==> src/rtl/dips_pkg.sv <==
/*
  Constants, field layout and carrier types for the DMA pending-summary block.
  Assumes a 32-channel DMA engine on the same clock and an AHB-Lite bus with 32-bit data.
*/
// Function
// - Software can find the lowest pending channel
// - Bit 15 shows selected channel pending
// - Bit 14 shows selected channel busy, read-only
// - Bit 13 shows selected channel descriptor fetch error
// - Bit 12 shows selected channel CRC fault
// - Write one clears CRC/suspend bit and flag
// - Bit 10 shows selected channel suspend pending
// - Bit 9 shows transfer done; zero ignored
package dips_pkg;

  localparam int unsigned DIPS_NCH = 32;
  localparam int unsigned DIPS_CHW = 5;

  // ----------------------------------------------------------------
  // Register byte offsets
  // ----------------------------------------------------------------
  localparam logic [7:0] DIPS_ADDR_SUMMARY = 8'h20;
  localparam logic [7:0] DIPS_ADDR_LOWEST  = 8'h24;
  localparam logic [7:0] DIPS_ADDR_EVSTAT  = 8'h28;
  localparam logic [7:0] DIPS_ADDR_EVCLR   = 8'h2C;
  localparam logic [7:0] DIPS_ADDR_EVEN    = 8'h30;

  // ----------------------------------------------------------------
  // Summary register fields
  // ----------------------------------------------------------------
  localparam int unsigned DIPS_BIT_CHANNEL_PENDING_FLAG  = 15;
  localparam int unsigned DIPS_BIT_BUSY  = 14;
  localparam int unsigned DIPS_BIT_DESCRIPTOR_FETCH_ERROR_FLAG  = 13;
  localparam int unsigned DIPS_BIT_CRC   = 12;
  localparam int unsigned DIPS_BIT_SUSPEND_IRQ_FLAG  = 10;
  localparam int unsigned DIPS_BIT_TRANSFER_DONE_FLAG = 9;
  localparam int unsigned DIPS_BIT_TRANSFER_FAULT_FLAG  = 8;
  localparam int unsigned DIPS_ID_LSB    = 0;
  localparam logic [15:0] DIPS_SUMMARY_RST = 16'h0000;
  localparam logic [4:0]  DIPS_ID_RST      = 5'h00;

  // Lowest-pending register: channel number low, valid flag above
  localparam int unsigned DIPS_BIT_LOWVALID = 8;

  // ----------------------------------------------------------------
  // Event status, clear and enable layout
  // ----------------------------------------------------------------
  localparam int unsigned DIPS_NEV        = 4;
  localparam int unsigned DIPS_EV_CRC     = 0;
  localparam int unsigned DIPS_EV_SUSPEND_IRQ_FLAG    = 1;
  localparam int unsigned DIPS_EV_TRANSFER_DONE_FLAG   = 2;
  localparam int unsigned DIPS_EV_TRANSFER_FAULT_FLAG    = 3;
  localparam logic [3:0]  DIPS_EV_RST     = 4'h0;

  localparam logic [31:0] DIPS_ZERO32 = 32'h0000_0000;
  localparam logic [1:0]  DIPS_HTRANS_IDLE = 2'h0;

  // Per-channel flag vectors, one bit per channel for each interrupt kind
  typedef struct packed {
    logic [DIPS_NCH-1:0] crc;
    logic [DIPS_NCH-1:0] suspend_irq_flag;
    logic [DIPS_NCH-1:0] transfer_done_flag;
    logic [DIPS_NCH-1:0] transfer_fault_flag;
  } dips_chvec_t;

  // Captured AHB address phase
  typedef struct packed {
    logic       valid;
    logic       write;
    logic [7:0] addr;
  } dips_aphase_t;

endpackage

==> src/rtl/dips_top.sv <==
/*
  DMA interrupt pending summary: per-channel interrupt flags, a selected-channel
  summary view, a lowest-pending locator and an event interrupt, on AHB-Lite.
  Assumes set, clear, busy and fetch-error inputs come from logic on mclk.
*/
`timescale 1ns/1ps
`default_nettype none
module dips_top
  import dips_pkg::*;
(
  input  wire logic                          mclk,
  input  wire logic                          rst_b,
  input  wire logic                          hsel,
  input  wire logic [31:0]                   haddr,
  input  wire logic [1:0]                    htrans,
  input  wire logic                          hwrite,
  input  wire logic [2:0]                    hsize,
  input  wire logic [31:0]                   hwdata,
  input  wire logic                          hready,
  output logic                               hreadyout,
  output logic                               hresp,
  output logic [31:0]                        hrdata,
  input  wire dips_pkg::dips_chvec_t         chanSet,
  input  wire dips_pkg::dips_chvec_t         chanClr,
  input  wire logic [dips_pkg::DIPS_NCH-1:0] chanBusy,
  input  wire logic [dips_pkg::DIPS_NCH-1:0] chanFetchErr,
  output dips_pkg::dips_chvec_t              chanFlags,
  output logic                               irq
);

  // ----------------------------------------------------------------
  // Helpers
  // ----------------------------------------------------------------
  function automatic logic [DIPS_NCH-1:0] oneHot(input logic en, input logic [DIPS_CHW-1:0] ch);
    oneHot = en ? (DIPS_NCH'(1) << ch) : '0;
  endfunction

  // Set wins over clear so an event landing on a clear is kept
  function automatic logic [DIPS_NCH-1:0] nextFlags(input logic [DIPS_NCH-1:0] cur,
                                                    input logic [DIPS_NCH-1:0] set,
                                                    input logic [DIPS_NCH-1:0] clr);
    nextFlags = (cur & ~clr) | set;
  endfunction

  // Register write decode, applied in the data phase
  function automatic logic wrHit(input dips_aphase_t aph, input logic [7:0] addr);
    wrHit = aph.valid && aph.write && (aph.addr == addr);
  endfunction

  dips_chvec_t            flags_ff;
  dips_chvec_t            nxt_flags;
  dips_aphase_t           aph_ff;
  logic [DIPS_CHW-1:0]    id_ff;
  logic [31:0]            hrdata_ff;
  logic [DIPS_NEV-1:0]    evStat_ff;
  logic [DIPS_NEV-1:0]    evEn_ff;
  logic [DIPS_NCH-1:0]    pendVec;
  logic [DIPS_NCH-1:0]    pendPast_ff;
  logic                   lowValid;
  logic [DIPS_CHW-1:0]    lowIdx;
  logic                   addrTake;
  logic                   sumWr;
  logic [DIPS_CHW-1:0]    wrId;
  logic [15:0]            sumView;
  logic [31:0]            rdMux;
  logic [DIPS_NEV-1:0]    evHit;

  // ----------------------------------------------------------------
  // AHB-Lite slave
  // ----------------------------------------------------------------
  // Zero wait states; hsize is not checked since only whole words are mapped
  assign hreadyout = 1'b1;
  assign hresp     = 1'b0;
  assign hrdata    = hrdata_ff;
  assign addrTake  = hsel && hready && htrans[1];

  always_ff @(posedge mclk) begin
    if (!rst_b) begin
      aph_ff <= '0;
    end else if (hready) begin
      aph_ff.valid <= addrTake;
      aph_ff.write <= hwrite;
      aph_ff.addr  <= haddr[7:0];
    end
  end

  assign sumWr = wrHit(aph_ff, DIPS_ADDR_SUMMARY);
  // A clearing write acts on the channel it selects in the same word
  assign wrId  = hwdata[DIPS_ID_LSB +: DIPS_CHW];

  // ----------------------------------------------------------------
  // Summary view of the selected channel
  // ----------------------------------------------------------------
  assign pendVec = flags_ff.crc | flags_ff.suspend_irq_flag | flags_ff.transfer_done_flag | flags_ff.transfer_fault_flag;

  always_comb begin
    sumView                              = DIPS_SUMMARY_RST;
    sumView[DIPS_BIT_CHANNEL_PENDING_FLAG]               = pendVec[id_ff];
    sumView[DIPS_BIT_BUSY]               = chanBusy[id_ff];
    sumView[DIPS_BIT_DESCRIPTOR_FETCH_ERROR_FLAG]               = chanFetchErr[id_ff];
    sumView[DIPS_BIT_CRC]                = flags_ff.crc[id_ff];
    sumView[DIPS_BIT_SUSPEND_IRQ_FLAG]               = flags_ff.suspend_irq_flag[id_ff];
    sumView[DIPS_BIT_TRANSFER_DONE_FLAG]              = flags_ff.transfer_done_flag[id_ff];
    sumView[DIPS_BIT_TRANSFER_FAULT_FLAG]               = flags_ff.transfer_fault_flag[id_ff];
    sumView[DIPS_ID_LSB +: DIPS_CHW]     = id_ff;
  end

  dips_lowest_finder i_dips_lowest_finder (
    .pendVec  (pendVec),
    .lowValid (lowValid),
    .lowIdx   (lowIdx)
  );

  // ----------------------------------------------------------------
  // Read data, captured in the address phase
  // ----------------------------------------------------------------
  // Limitation: a read whose address phase overlaps a write data phase sees pre-write state
  always_comb begin
    rdMux = DIPS_ZERO32;
    unique case (haddr[7:0])
      DIPS_ADDR_SUMMARY: rdMux[15:0] = sumView;
      DIPS_ADDR_LOWEST: begin
        rdMux[DIPS_BIT_LOWVALID]          = lowValid;
        rdMux[DIPS_ID_LSB +: DIPS_CHW]    = lowIdx;
      end
      DIPS_ADDR_EVSTAT:  rdMux[DIPS_NEV-1:0] = evStat_ff;
      DIPS_ADDR_EVEN:    rdMux[DIPS_NEV-1:0] = evEn_ff;
      default:           rdMux = DIPS_ZERO32;
    endcase
  end

  always_ff @(posedge mclk) begin
    if (!rst_b) begin
      hrdata_ff <= DIPS_ZERO32;
    end else if (addrTake && !hwrite) begin
      hrdata_ff <= rdMux;
    end
  end

  // ----------------------------------------------------------------
  // Channel select field
  // ----------------------------------------------------------------
  always_ff @(posedge mclk) begin
    if (!rst_b) begin
      id_ff <= DIPS_ID_RST;
    end else if (sumWr) begin
      id_ff <= wrId;
    end
  end

  // ----------------------------------------------------------------
  // Per-channel interrupt flags
  // ----------------------------------------------------------------
  always_comb begin
    nxt_flags.crc   = nextFlags(flags_ff.crc, chanSet.crc,
                                chanClr.crc | oneHot(sumWr && hwdata[DIPS_BIT_CRC], wrId));
    nxt_flags.suspend_irq_flag  = nextFlags(flags_ff.suspend_irq_flag, chanSet.suspend_irq_flag,
                                chanClr.suspend_irq_flag | oneHot(sumWr && hwdata[DIPS_BIT_SUSPEND_IRQ_FLAG], wrId));
    nxt_flags.transfer_done_flag = nextFlags(flags_ff.transfer_done_flag, chanSet.transfer_done_flag,
                                chanClr.transfer_done_flag | oneHot(sumWr && hwdata[DIPS_BIT_TRANSFER_DONE_FLAG], wrId));
    nxt_flags.transfer_fault_flag  = nextFlags(flags_ff.transfer_fault_flag, chanSet.transfer_fault_flag,
                                chanClr.transfer_fault_flag | oneHot(sumWr && hwdata[DIPS_BIT_TRANSFER_FAULT_FLAG], wrId));
  end

  always_ff @(posedge mclk) begin
    if (!rst_b) begin
      flags_ff <= '0;
    end else begin
      flags_ff <= nxt_flags;
    end
  end

  assign chanFlags = flags_ff;

  // ----------------------------------------------------------------
  // Event status, write-one clear and enable
  // ----------------------------------------------------------------
  assign evHit[DIPS_EV_CRC]   = |chanSet.crc;
  assign evHit[DIPS_EV_SUSPEND_IRQ_FLAG]  = |chanSet.suspend_irq_flag;
  assign evHit[DIPS_EV_TRANSFER_DONE_FLAG] = |chanSet.transfer_done_flag;
  assign evHit[DIPS_EV_TRANSFER_FAULT_FLAG]  = |chanSet.transfer_fault_flag;

  always_ff @(posedge mclk) begin
    if (!rst_b) begin
      evStat_ff <= DIPS_EV_RST;
    end else if (wrHit(aph_ff, DIPS_ADDR_EVCLR)) begin
      evStat_ff <= (evStat_ff & ~hwdata[DIPS_NEV-1:0]) | evHit;
    end else begin
      evStat_ff <= evStat_ff | evHit;
    end
  end

  always_ff @(posedge mclk) begin
    if (!rst_b) begin
      evEn_ff <= DIPS_EV_RST;
    end else if (wrHit(aph_ff, DIPS_ADDR_EVEN)) begin
      evEn_ff <= hwdata[DIPS_NEV-1:0];
    end
  end

  assign irq = |(evStat_ff & evEn_ff);

  // Pending vector as it stood when a read was captured; the locator check
  // must index it with the channel read back, not with an older one
  always_ff @(posedge mclk) begin
    if (!rst_b) begin
      pendPast_ff <= '0;
    end else begin
      pendPast_ff <= pendVec;
    end
  end
endmodule
`default_nettype wire

==> src/rtl/dips_lowest_finder.sv <==
/*
  Priority encoder: lowest set bit of the per-channel pending vector.
  Assumes a combinational path is acceptable; the result is registered by the caller.
*/
`timescale 1ns/1ps
`default_nettype none
module dips_lowest_finder
  import dips_pkg::*;
(
  input  wire logic [dips_pkg::DIPS_NCH-1:0] pendVec,
  output logic                               lowValid,
  output logic [dips_pkg::DIPS_CHW-1:0]      lowIdx
);

  always_comb begin
    lowValid = 1'b0;
    lowIdx   = '0;
    // Scan downward so the lowest set bit wins
    for (int i = DIPS_NCH - 1; i >= 0; i--) begin
      if (pendVec[i]) begin
        lowValid = 1'b1;
        lowIdx   = DIPS_CHW'(i);
      end
    end
  end

endmodule
`default_nettype wire

==> config.mk <==
export PLATFORM = sky130hd
export DESIGN_NAME = dips_top
export DESIGN_NICKNAME = d
export VERILOG_FILES = /design/src/rtl/dips_pkg.sv /design/src/rtl/dips_top.sv /design/src/rtl/dips_lowest_finder.sv
export SDC_FILE = /design/constraint.sdc
export NUM_CORES = 1
export LEC_CHECK = 0
export BUFFER_PORTS_ARGS = -buffer_cell sky130_fd_sc_hd__buf_2
export CAP_MARGIN = 20
export CORE_AREA = 2 2 217 219
export DETAILED_ROUTE_END_ITERATION = 12
export DIE_AREA = 0 0 219 221
export PLACE_DENSITY = 0.55
export RECOVER_POWER = 100
export SLEW_MARGIN = 20
export SYNTH_ARGS = -nofsm -noshare
export SYNTH_HDL_FRONTEND = slang
export SYNTH_SLANG_ARGS = --single-unit
export TNS_END_PERCENT = 30
==> constraint.sdc <==
create_clock -name mclk -period 2.73 [get_ports mclk]
set_clock_uncertainty 0.05 [all_clocks]
set_input_delay 0.1365 -clock mclk [delete_from_list [all_inputs] [get_ports mclk]]
set_output_delay 0.1365 -clock mclk [all_outputs]
set_load 0.05 [all_outputs]
==> results of run 1 <==
## worst max-delay path: stages, from the launching register on
cell and delay, ns:
dfxtp_1 0.32, nor4b_2 0.30, nand4b_1 0.33, nor4_4 0.40
and2_0 0.18, clkbuf_4 0.45, a21oi_1 0.14, o21a_1 0.19
## layer usage
metal	share of wire, %	vias to the layer above
met5	0	-
met4	4.4	0
met3	6.5	130
met2	48	647
met1	41	5944
li1	-	5541
## sequential cells by signal (all words and copies together) (netlist names)
name / count
chanFlags: 128
evStat_ff: 4
evEn_ff: 4
aph_ff: 10
hrdata: 12
id_ff: 5
## cell families after synthesis
| kind of cell | count (synthesis) |
|---|---|
| simple gates | 397 |
| compound gates | 351 |
| flops | 163 |
| buf+inv | 92 |
| mux | 77 |
| other cells | 2 |
| fa+ha+maj | 1 |
## power by group through the flow
stage / logic (W) / registers [W] / clock network (W)
2_1_floorplan: 0.000556 / 0.00311 / 0
3_3_place_gp: 0.00164 / 0.00275 / 0
3_5_place_dp: 0.00164 / 0.00275 / 0
4_1_cts: 0.00193 / 0.00270 / 0.00288
5_1_grt: 0.00201 / 0.00272 / 0.00294
6_report: 0.00191 / 0.00271 / 0.00282
## worst min-delay path by stage
| stage | to | slack [ns] | cells past startpoint |
|---|---|---|---|
| after global routing | id_ff[4]$_SDFFE_PN0P_ | 0.03 | 3 |
| after CTS | chanFlags[103]$_SDFF_PN0_ | 0.001 | 4 |
| final | chanFlags[85]$_SDFF_PN0_ | 0.03 | 4 |
| after global placement | chanFlags[20]$_SDFF_PN0_ | 0.31 | 2 |
| after detailed placement | chanFlags[41]$_SDFF_PN0_ | 0.31 | 2 |
| after floorplan | chanFlags[63]$_SDFF_PN0_ | 0.21 | 1 |
## through the flow
stage	util [%]	hold WS, ns	total power, W	instances
2_1_floorplan	-	0.2103	0.003667	1103
3_5_place_dp	28.55	0.3140	0.004396	2157
3_3_place_gp	28.55	0.3105	0.004386	2157
5_1_grt	34.91	0.02711	0.007675	2442
6_report	34.91	0.02680	0.007446	2442
4_1_cts	35.49	0.001023	0.007510	2442
## Yosys cell counts (3+ instances only)
cell type    n  area (um^2)
nand4_1     15        93.84
a221oi_1     7        61.31
a211o_1      3        26.28
a22oi_1      3        22.52
nor4_1      59        369.1
dfxtp_1    163         3263
nor3_1       6        30.03
o21a_1     128        960.9
clkbuf_1    27        101.4
a31oi_1      4        25.02
nor2b_1     24        150.1
inv_1        4        15.01
o221ai_1     6        52.55
buf_4       24        180.2
a21oi_1    132        660.6
buf_6       14        157.7
or4_1       23        172.7
clkbuf_8     9        123.9
mux2i_1     28        280.3
a22o_1      11        96.34
buf_1        5        18.77
a221oi_2     4        60.06
nand2_1     41        153.9
a21boi_0     5        37.54
nand3_1     10        50.05
buf_8        6        90.09
and2_1       9        56.30
o211ai_1     9        67.56
mux4_1      12        315.3
nand2b_1   134        838.3
o31a_1       4        35.03
mux4_2      37        833.3
nand3b_1     3        22.52
o2111ai_1    4        35.03
nor2_1      53        198.9
o21ai_0     16        80.08
## layout by cell type, fill, tap and decap left out, types with 37 or more instances in the layout
cell and instances:
clkbuf_1 144, nand2_1 41, nor4_1 59, mux4_2 37, dlygate4sd3_1 253, buf_4 44, nor2_1 53, a21oi_1 132
dfxtp_1 161, nand2b_1 134, buf_2 341, o21a_1 128
## final cells by class
cell class	count	area, um^2	area share [%]
clock buffers	19	432.9	2.693
clock inverters	13	229.0	1.424
multi-input cells	848	6192	38.51
inverters	4	15.01	0.09339
flip-flops and latches	163	3268	20.33
well taps	607	759.5	4.724
repair buffers	788	5181	32.23
==> metrics.csv, run 1 <==
stage,metric,value,unit
worst_setup_path,worstReg2RegStart,aph_ff[0]$_SDFFE_PN0P_,
sta,max_freq,394.5,MHz
synth,yosys.area_share.simple,23.06,%
sta,worst_slew_pin_slew,1.703,ns
floorplan,initial_core_util,21.96,%
route,via_per_inst,5.021,
final_layout,nets,2216,
pwr,intPower,0.005017,W
worst_setup_path,critical_path.startpoint_type,flip-flop,
route,remaining_drc_errors,0,
floorplan,die_h,221,um
synth,synth_top_family_by_area,compound AO/OA/AOI/OAI gates,
grt,overflow,0,
grt,grtUsageMet2,39.80,%
synth,synthXorXnorAreaFrac,0,%
floorplan,dieArea,48400,um^2
pwr,power_density,463.1,nW/um^2
clock_tree,clk_pin_slew,0.07,ns
sta,drv_slew,148,
worst_setup_path,crit_end,chanFlags[126]$_SDFF_PN0_,
worst_setup_path,cp-startpoint,aph_ff[0]$_SDFFE_PN0P_,
route,via_count,12262,
sta,fin_ws,0.1953,ns
clock_tree,clk_path_buf_depth,2,
floorplan,num_rows,79,
sta,relSlewSlack,-13.52,%
place,place_ws,0.2651,ns
final_layout,diodes,0,
grt,grt_first_pass_wirelength,82.41,mm
final_layout,fill_cells,4794,
place,place_area,13150,um^2
clock_tree,cts_setup_buffers,0,
synth,seq_area_frac_synth,32.25,%
hold_path,hp-start,chanClr[85],
clock_tree,cts-root-buf,clkbuf_16,
pwr,vdd_drop_max,0.0003401,V
sta,min_period_over_period,92.85,%
pwr,power_frac_comb,25.7,%
grt,grt.total_usage,23.46,%
synth,avgSynthCellArea,9.342,um^2
grt,grt_use_met3,5.223,%
run_status,status,"complete, but fails checks",
sta,rsz0062_at_grt,no,
route,wire_per_inst,23.97,um
route,drtIter0Drc,836,
grt,antenna_found_initial,1,
route,dr.pass1.iters,5,
final_layout,design_area,16080,um^2
worst_setup_path,worstSetupPathType,flip-flop to flip-flop,
worst_setup_path,endpoint_kind,flip-flop,
place,hpwl,45.00,mm
synth,ys_types,72,
pwr,p_sw_share,32.62,%
clock_tree,tritoncts,done,
route,ant_nets,0,
synth,netlist_area,10120,um^2
worst_setup_path,crit_required,3.05,ns
flow_run,cap_violations,2,
synth,postSynthCellCount,1083,
sta,setup_tns,0,ns
synth,synthMuxAreaShare,14.12,%
floorplan,ios,557,
hold_path,hold_path_class,input port to flip-flop,
synth,synth_compound_area_share,23.16,%
worst_setup_path,reg2reg_depth,7,
final_layout,layout-drive-gt1-share,26.05,%
worst_setup_path,worstPathArrival,2.85,ns
sta,min_period,2.535,ns
worst_setup_path,reg2reg_to,chanFlags[126]$_SDFF_PN0_,
place,place_congestion,0.9371,
place,portBuffers,483,
route,totalWireLength,58.53,mm
grt,met1_usage,28.04,%
floorplan,fp.dieW,219,um
synth,yosys_warnings,0,
worst_setup_path,regToRegSetupSlack,0.20,ns
synth,ys.flop_type,dfxtp_1,
sta,setup_viol,0,
grt,grt_busiest_layer,met2,
clock_tree,clock_sinks,163,
sta,hold_viol_final,0,
worst_setup_path,cp_max_fo,32,
synth,ys_seq_elements,163,
pwr,p_clk_share,37.9,%
grt,grt_max_degree,78,
clock_tree,hold_buffers,253,
clock_tree,htree_levels,4,
run_status,violations,"max-capacitance violations, max-slew violations",
clock_tree,insertion_delay,0.48,ns
pwr,p_sw,0.002429,W
clock_tree,cts-resized-gates,0,
synth,ys_async_sr_fraction,0,%
floorplan,design.core.area,46060,um^2
synth,yosys.area_share.adder,0.09894,%
clock_tree,cts_buffers,17,
grt,grt_pass1_vias,12573,
final_layout,area_growth_syn_to_layout,58.92,%
pwr,p_leak,6.417,nW
synth,synth-edff-count,0,
pwr,p_seq_share,36.4,%
Power figures use the tool's default switching activity.
==> run 2: changes to the inputs <==
--- a/config.mk
+++ b/config.mk
@@ -10,7 +10,7 @@
 export CORE_AREA = 2 2 217 219
 export DETAILED_ROUTE_END_ITERATION = 12
 export DIE_AREA = 0 0 219 221
-export PLACE_DENSITY = 0.55
+export PLACE_DENSITY = 0.57
 export RECOVER_POWER = 100
 export SLEW_MARGIN = 20
 export SYNTH_ARGS = -nofsm -noshare
==> constraint.sdc (replaced) <==
create_clock -name mclk -period 2.1 [get_ports mclk]
set_clock_uncertainty 0.05 [all_clocks]
set_input_delay 0.105 -clock mclk [delete_from_list [all_inputs] [get_ports mclk]]
set_output_delay 0.105 -clock mclk [all_outputs]
set_load 0.05 [all_outputs]
==> run 2 against run 1 <==
Against the previous run: die area did not move; sequential share of layout area fell by 2.4 points; the flow finishes with violations (negative setup slack); sequential power rose by 27%; critical path depth fell by 1; first-iteration DRC count rose by 15%; clock-buffer cell count fell by 1; worst setup slack got worse by 0.27 ns; largest power group is now sequential cells; combinational power rose by 55%.
==> metrics.csv, run 2 (synthesized netlist as in run 1, its figures left out) <==
stage,metric,value,unit,change
worst_setup_path,slowest_delay,0.57,ns,+0.12 ns
grt,grt.total_usage,24.56,%,+1.1 points
floorplan,dieArea,48400,um^2,unchanged
route,remaining_drc_errors,0,,unchanged
worst_setup_path,worstReg2RegStart,id_ff[0]$_SDFFE_PN0P_,,
worst_setup_path,crit_end,hrdata[12]$_SDFFE_PN0P_,,
sta,drv_slew,0,,-100%
floorplan,num_rows,79,,unchanged
sta,setup_viol,12,,+12
worst_setup_path,worstSetupPathType,flip-flop to flip-flop,,
sta,min_period_over_period,103.6,%,+11 points
pwr,p_clk_share,34.1,%,-3.8 points
pwr,power_density,532.8,nW/um^2,+15%
final_layout,layout-drive-gt1-share,36.99,%,+11 points
sta,fin_ws,-0.07465,ns,-0.2700 ns
route,wire_per_inst,24.72,um,+3.2%
worst_setup_path,cp.depth,6,,-1
grt,antenna_found_initial,2,,+1
place,hpwl,46.95,mm,+4.3%
route,dr.pass1.iters,5,,unchanged
pwr,p_seq_share,35.3,%,-1.1 points
flow_run,cap_violations,0,,-2
sta,rsz0062_at_grt,yes,,
pwr,intPower,0.006283,W,+25%
grt,grt_pass1_vias,13686,,+8.9%
pwr,p_sw_share,35.53,%,+2.9 points
worst_setup_path,crit_required,2.42,ns,-0.63 ns
final_layout,finish.utilization,39.71,%,+4.8 points
worst_setup_path,crit_chain,buf_12 -> mux4_2 -> a22o_4 -> a221oi_4 -> o221ai_1 -> and2_1,,
hold_path,hold_path_class,input port to flip-flop,,
run_status,violations,negative setup slack,,
route,via_count,13511,,+10%
worst_setup_path,reg2reg_depth,6,,-1
sta,relSlewSlack,43.83,%,+57 points
floorplan,design.core.area,46060,um^2,unchanged
final_layout,nets,2403,,+8.4%
sta,hold_viol_final,0,,unchanged
final_layout,final_cell_mix,"buf_2, dlygate4sd3_1, buf_4",,
route,drtIter0Drc,962,,+15%
grt,overflow,0,,unchanged
worst_setup_path,reg2reg_to,hrdata[12]$_SDFFE_PN0P_,,
worst_setup_path,cp_max_fo,8,,-75%
worst_setup_path,crit_family,compound AO/OA/AOI/OAI gates,,
worst_setup_path,endpoint_kind,flip-flop,,
worst_setup_path,worstPathArrival,2.49,ns,-0.36 ns
route,ant_nets,0,,unchanged
floorplan,die_h,221,um,unchanged
sta,worst_slew_pin_slew,0.8462,ns,-0.8566 ns
sta,hold_ws,0.01734,ns,-0.009467 ns
floorplan,initial_core_util,21.96,%,unchanged
clock_tree,cts-root-buf,clkbuf_16,,
clock_tree,clk_pin_slew,0.07,ns,about the same
sta,max_freq,459.8,MHz,+17%
worst_setup_path,slowest_stage,mux4_2,,
pwr,p_sw,0.003462,W,+43%
place,place_area,14350,um^2,+9.1%
place,portBuffers,483,,unchanged
clock_tree,insertion_delay,0.48,ns,about the same
sta,min_period,2.175,ns,-0.3600 ns
floorplan,ios,557,,unchanged
floorplan,fp.dieW,219,um,unchanged
pwr,vdd_drop_max,0.0004793,V,+41%
pwr,power_frac_comb,30.5,%,+4.8 points
place,dpl.cell_count,2309,,+7.0%
worst_setup_path,critical_path.startpoint_type,flip-flop,,
final_layout,final_cells,2631,,+7.7%
clock_tree,clock_sinks,163,,unchanged
worst_setup_path,critPathBufInv,1,,unchanged
place,place_ws,-0.2086,ns,-0.4737 ns
grt,grt_first_pass_wirelength,86.96,mm,+5.5%
run_status,status,"complete, but fails checks",,
pwr,p_leak,7.513,nW,+17%
clock_tree,tritoncts,done,,
grt,grt_max_degree,68,,-13%
clock_tree,htree_levels,4,,unchanged
worst_setup_path,regToRegSetupSlack,-0.07,ns,-0.27 ns
route,via_per_inst,5.135,,+2.3%
final_layout,final_common_cell,buf_2,,
clock_tree,cts_buffers,17,,unchanged
place,place_congestion,0.9461,,+0.96%
worst_setup_path,cp-startpoint,id_ff[0]$_SDFFE_PN0P_,,
hold_path,min_path_cells,4,,unchanged
final_layout,design_area,18290,um^2,+14%
final_layout,largest_reg_flops,128,,unchanged
route,totalWireLength,65.05,mm,+11%
clock_tree,clk_path_buf_depth,2,,unchanged
final_layout,area_growth_syn_to_layout,80.78,%,
## run 2: changes by cell type in the layout (fill, tap and decap cells not counted), sizes merged
cell	previous run	this run
buf	388	558
dlygate4sd3	253	267
bufinv	6	1
inv	7	12
clkbuf	166	168
diode	0	2
clkinv	2	3
## run 2: worst min-delay path by stage
stage	start	to	slack [ns]
final	chanClr[65]	chanFlags[65]$_SDFF_PN0_	0.02
after global routing	chanClr[100]	chanFlags[100]$_SDFF_PN0_	0.009
after CTS	chanClr[72]	chanFlags[72]$_SDFF_PN0_	0.0008
after detailed placement	chanSet[36]	chanFlags[36]$_SDFF_PN0_	0.28
after global placement	chanSet[12]	chanFlags[12]$_SDFF_PN0_	0.28
after floorplan	chanSet[63]	chanFlags[63]$_SDFF_PN0_	0.18
## run 2: power groups by stage
stage	clock network (W)	registers [W]	logic (W)
after floorplan	0	0.00405	0.000723
after detailed placement	0	0.00349	0.00247
after CTS	0.00338	0.00342	0.00291
after global routing	0.00351	0.00346	0.00310
final	0.00333	0.00344	0.00297
after global placement	0	0.00348	0.00247
## run 2: area by class of cell
type / instances / area, um^2
Fill cell: 4688 / 27770
Timing Repair Buffer: 975 / 6904
Multi-Input combinational cell: 848 / 6734
Sequential cell: 163 / 3274
Tap cell: 607 / 759.5
Clock buffer: 18 / 439.2
Clock inverter: 14 / 158.9
Inverter: 4 / 15.01
Antenna cell: 2 / 5.005
## run 2: worst reg2reg max path: cells and delay by family (launching register included)
kind	cells	cell delay [ns]
AOI/OAI and AO/OA	3	0.66
muxes	1	0.57
DFF	1	0.46
buffers and inverters	1	0.17
and+or+nand+nor	1	0.17
## run 2: per-stage QoR
stage,TNS [ns],total power [W]
3_5_place_dp,-0.8786,0.005959
4_1_cts,-0.2056,0.009711
5_1_grt,-8.044,0.01007
3_3_place_gp,-0.9012,0.005947
6_report,-0.2292,0.009745
2_1_floorplan,0,0.004769
## run 2: timing repair
action	CTS	global route
setup endpoints to repair	13	137
gates cloned	0	9
hold buffers	267	0
setup buffers	3	9
endpoints found under the hold margin	151	0
resized for setup	42	82
pin swaps	7	34
## run 2: metal layers
| layer | share of wire [%] | vias to the layer above | global-route usage [%] | wire length [um] |
|---|---|---|---|---|
| met1 | 39 | 6547 | 29.95 | 25560 |
| met4 | 4.8 | 0 | 10.61 | 3095 |
| met2 | 48 | 878 | 41.97 | 31230 |
| li1 | - | 5907 | - | - |
| met5 | 0 | - | 0 | 0 |
| met3 | 7.9 | 179 | 4.509 | 5164 |
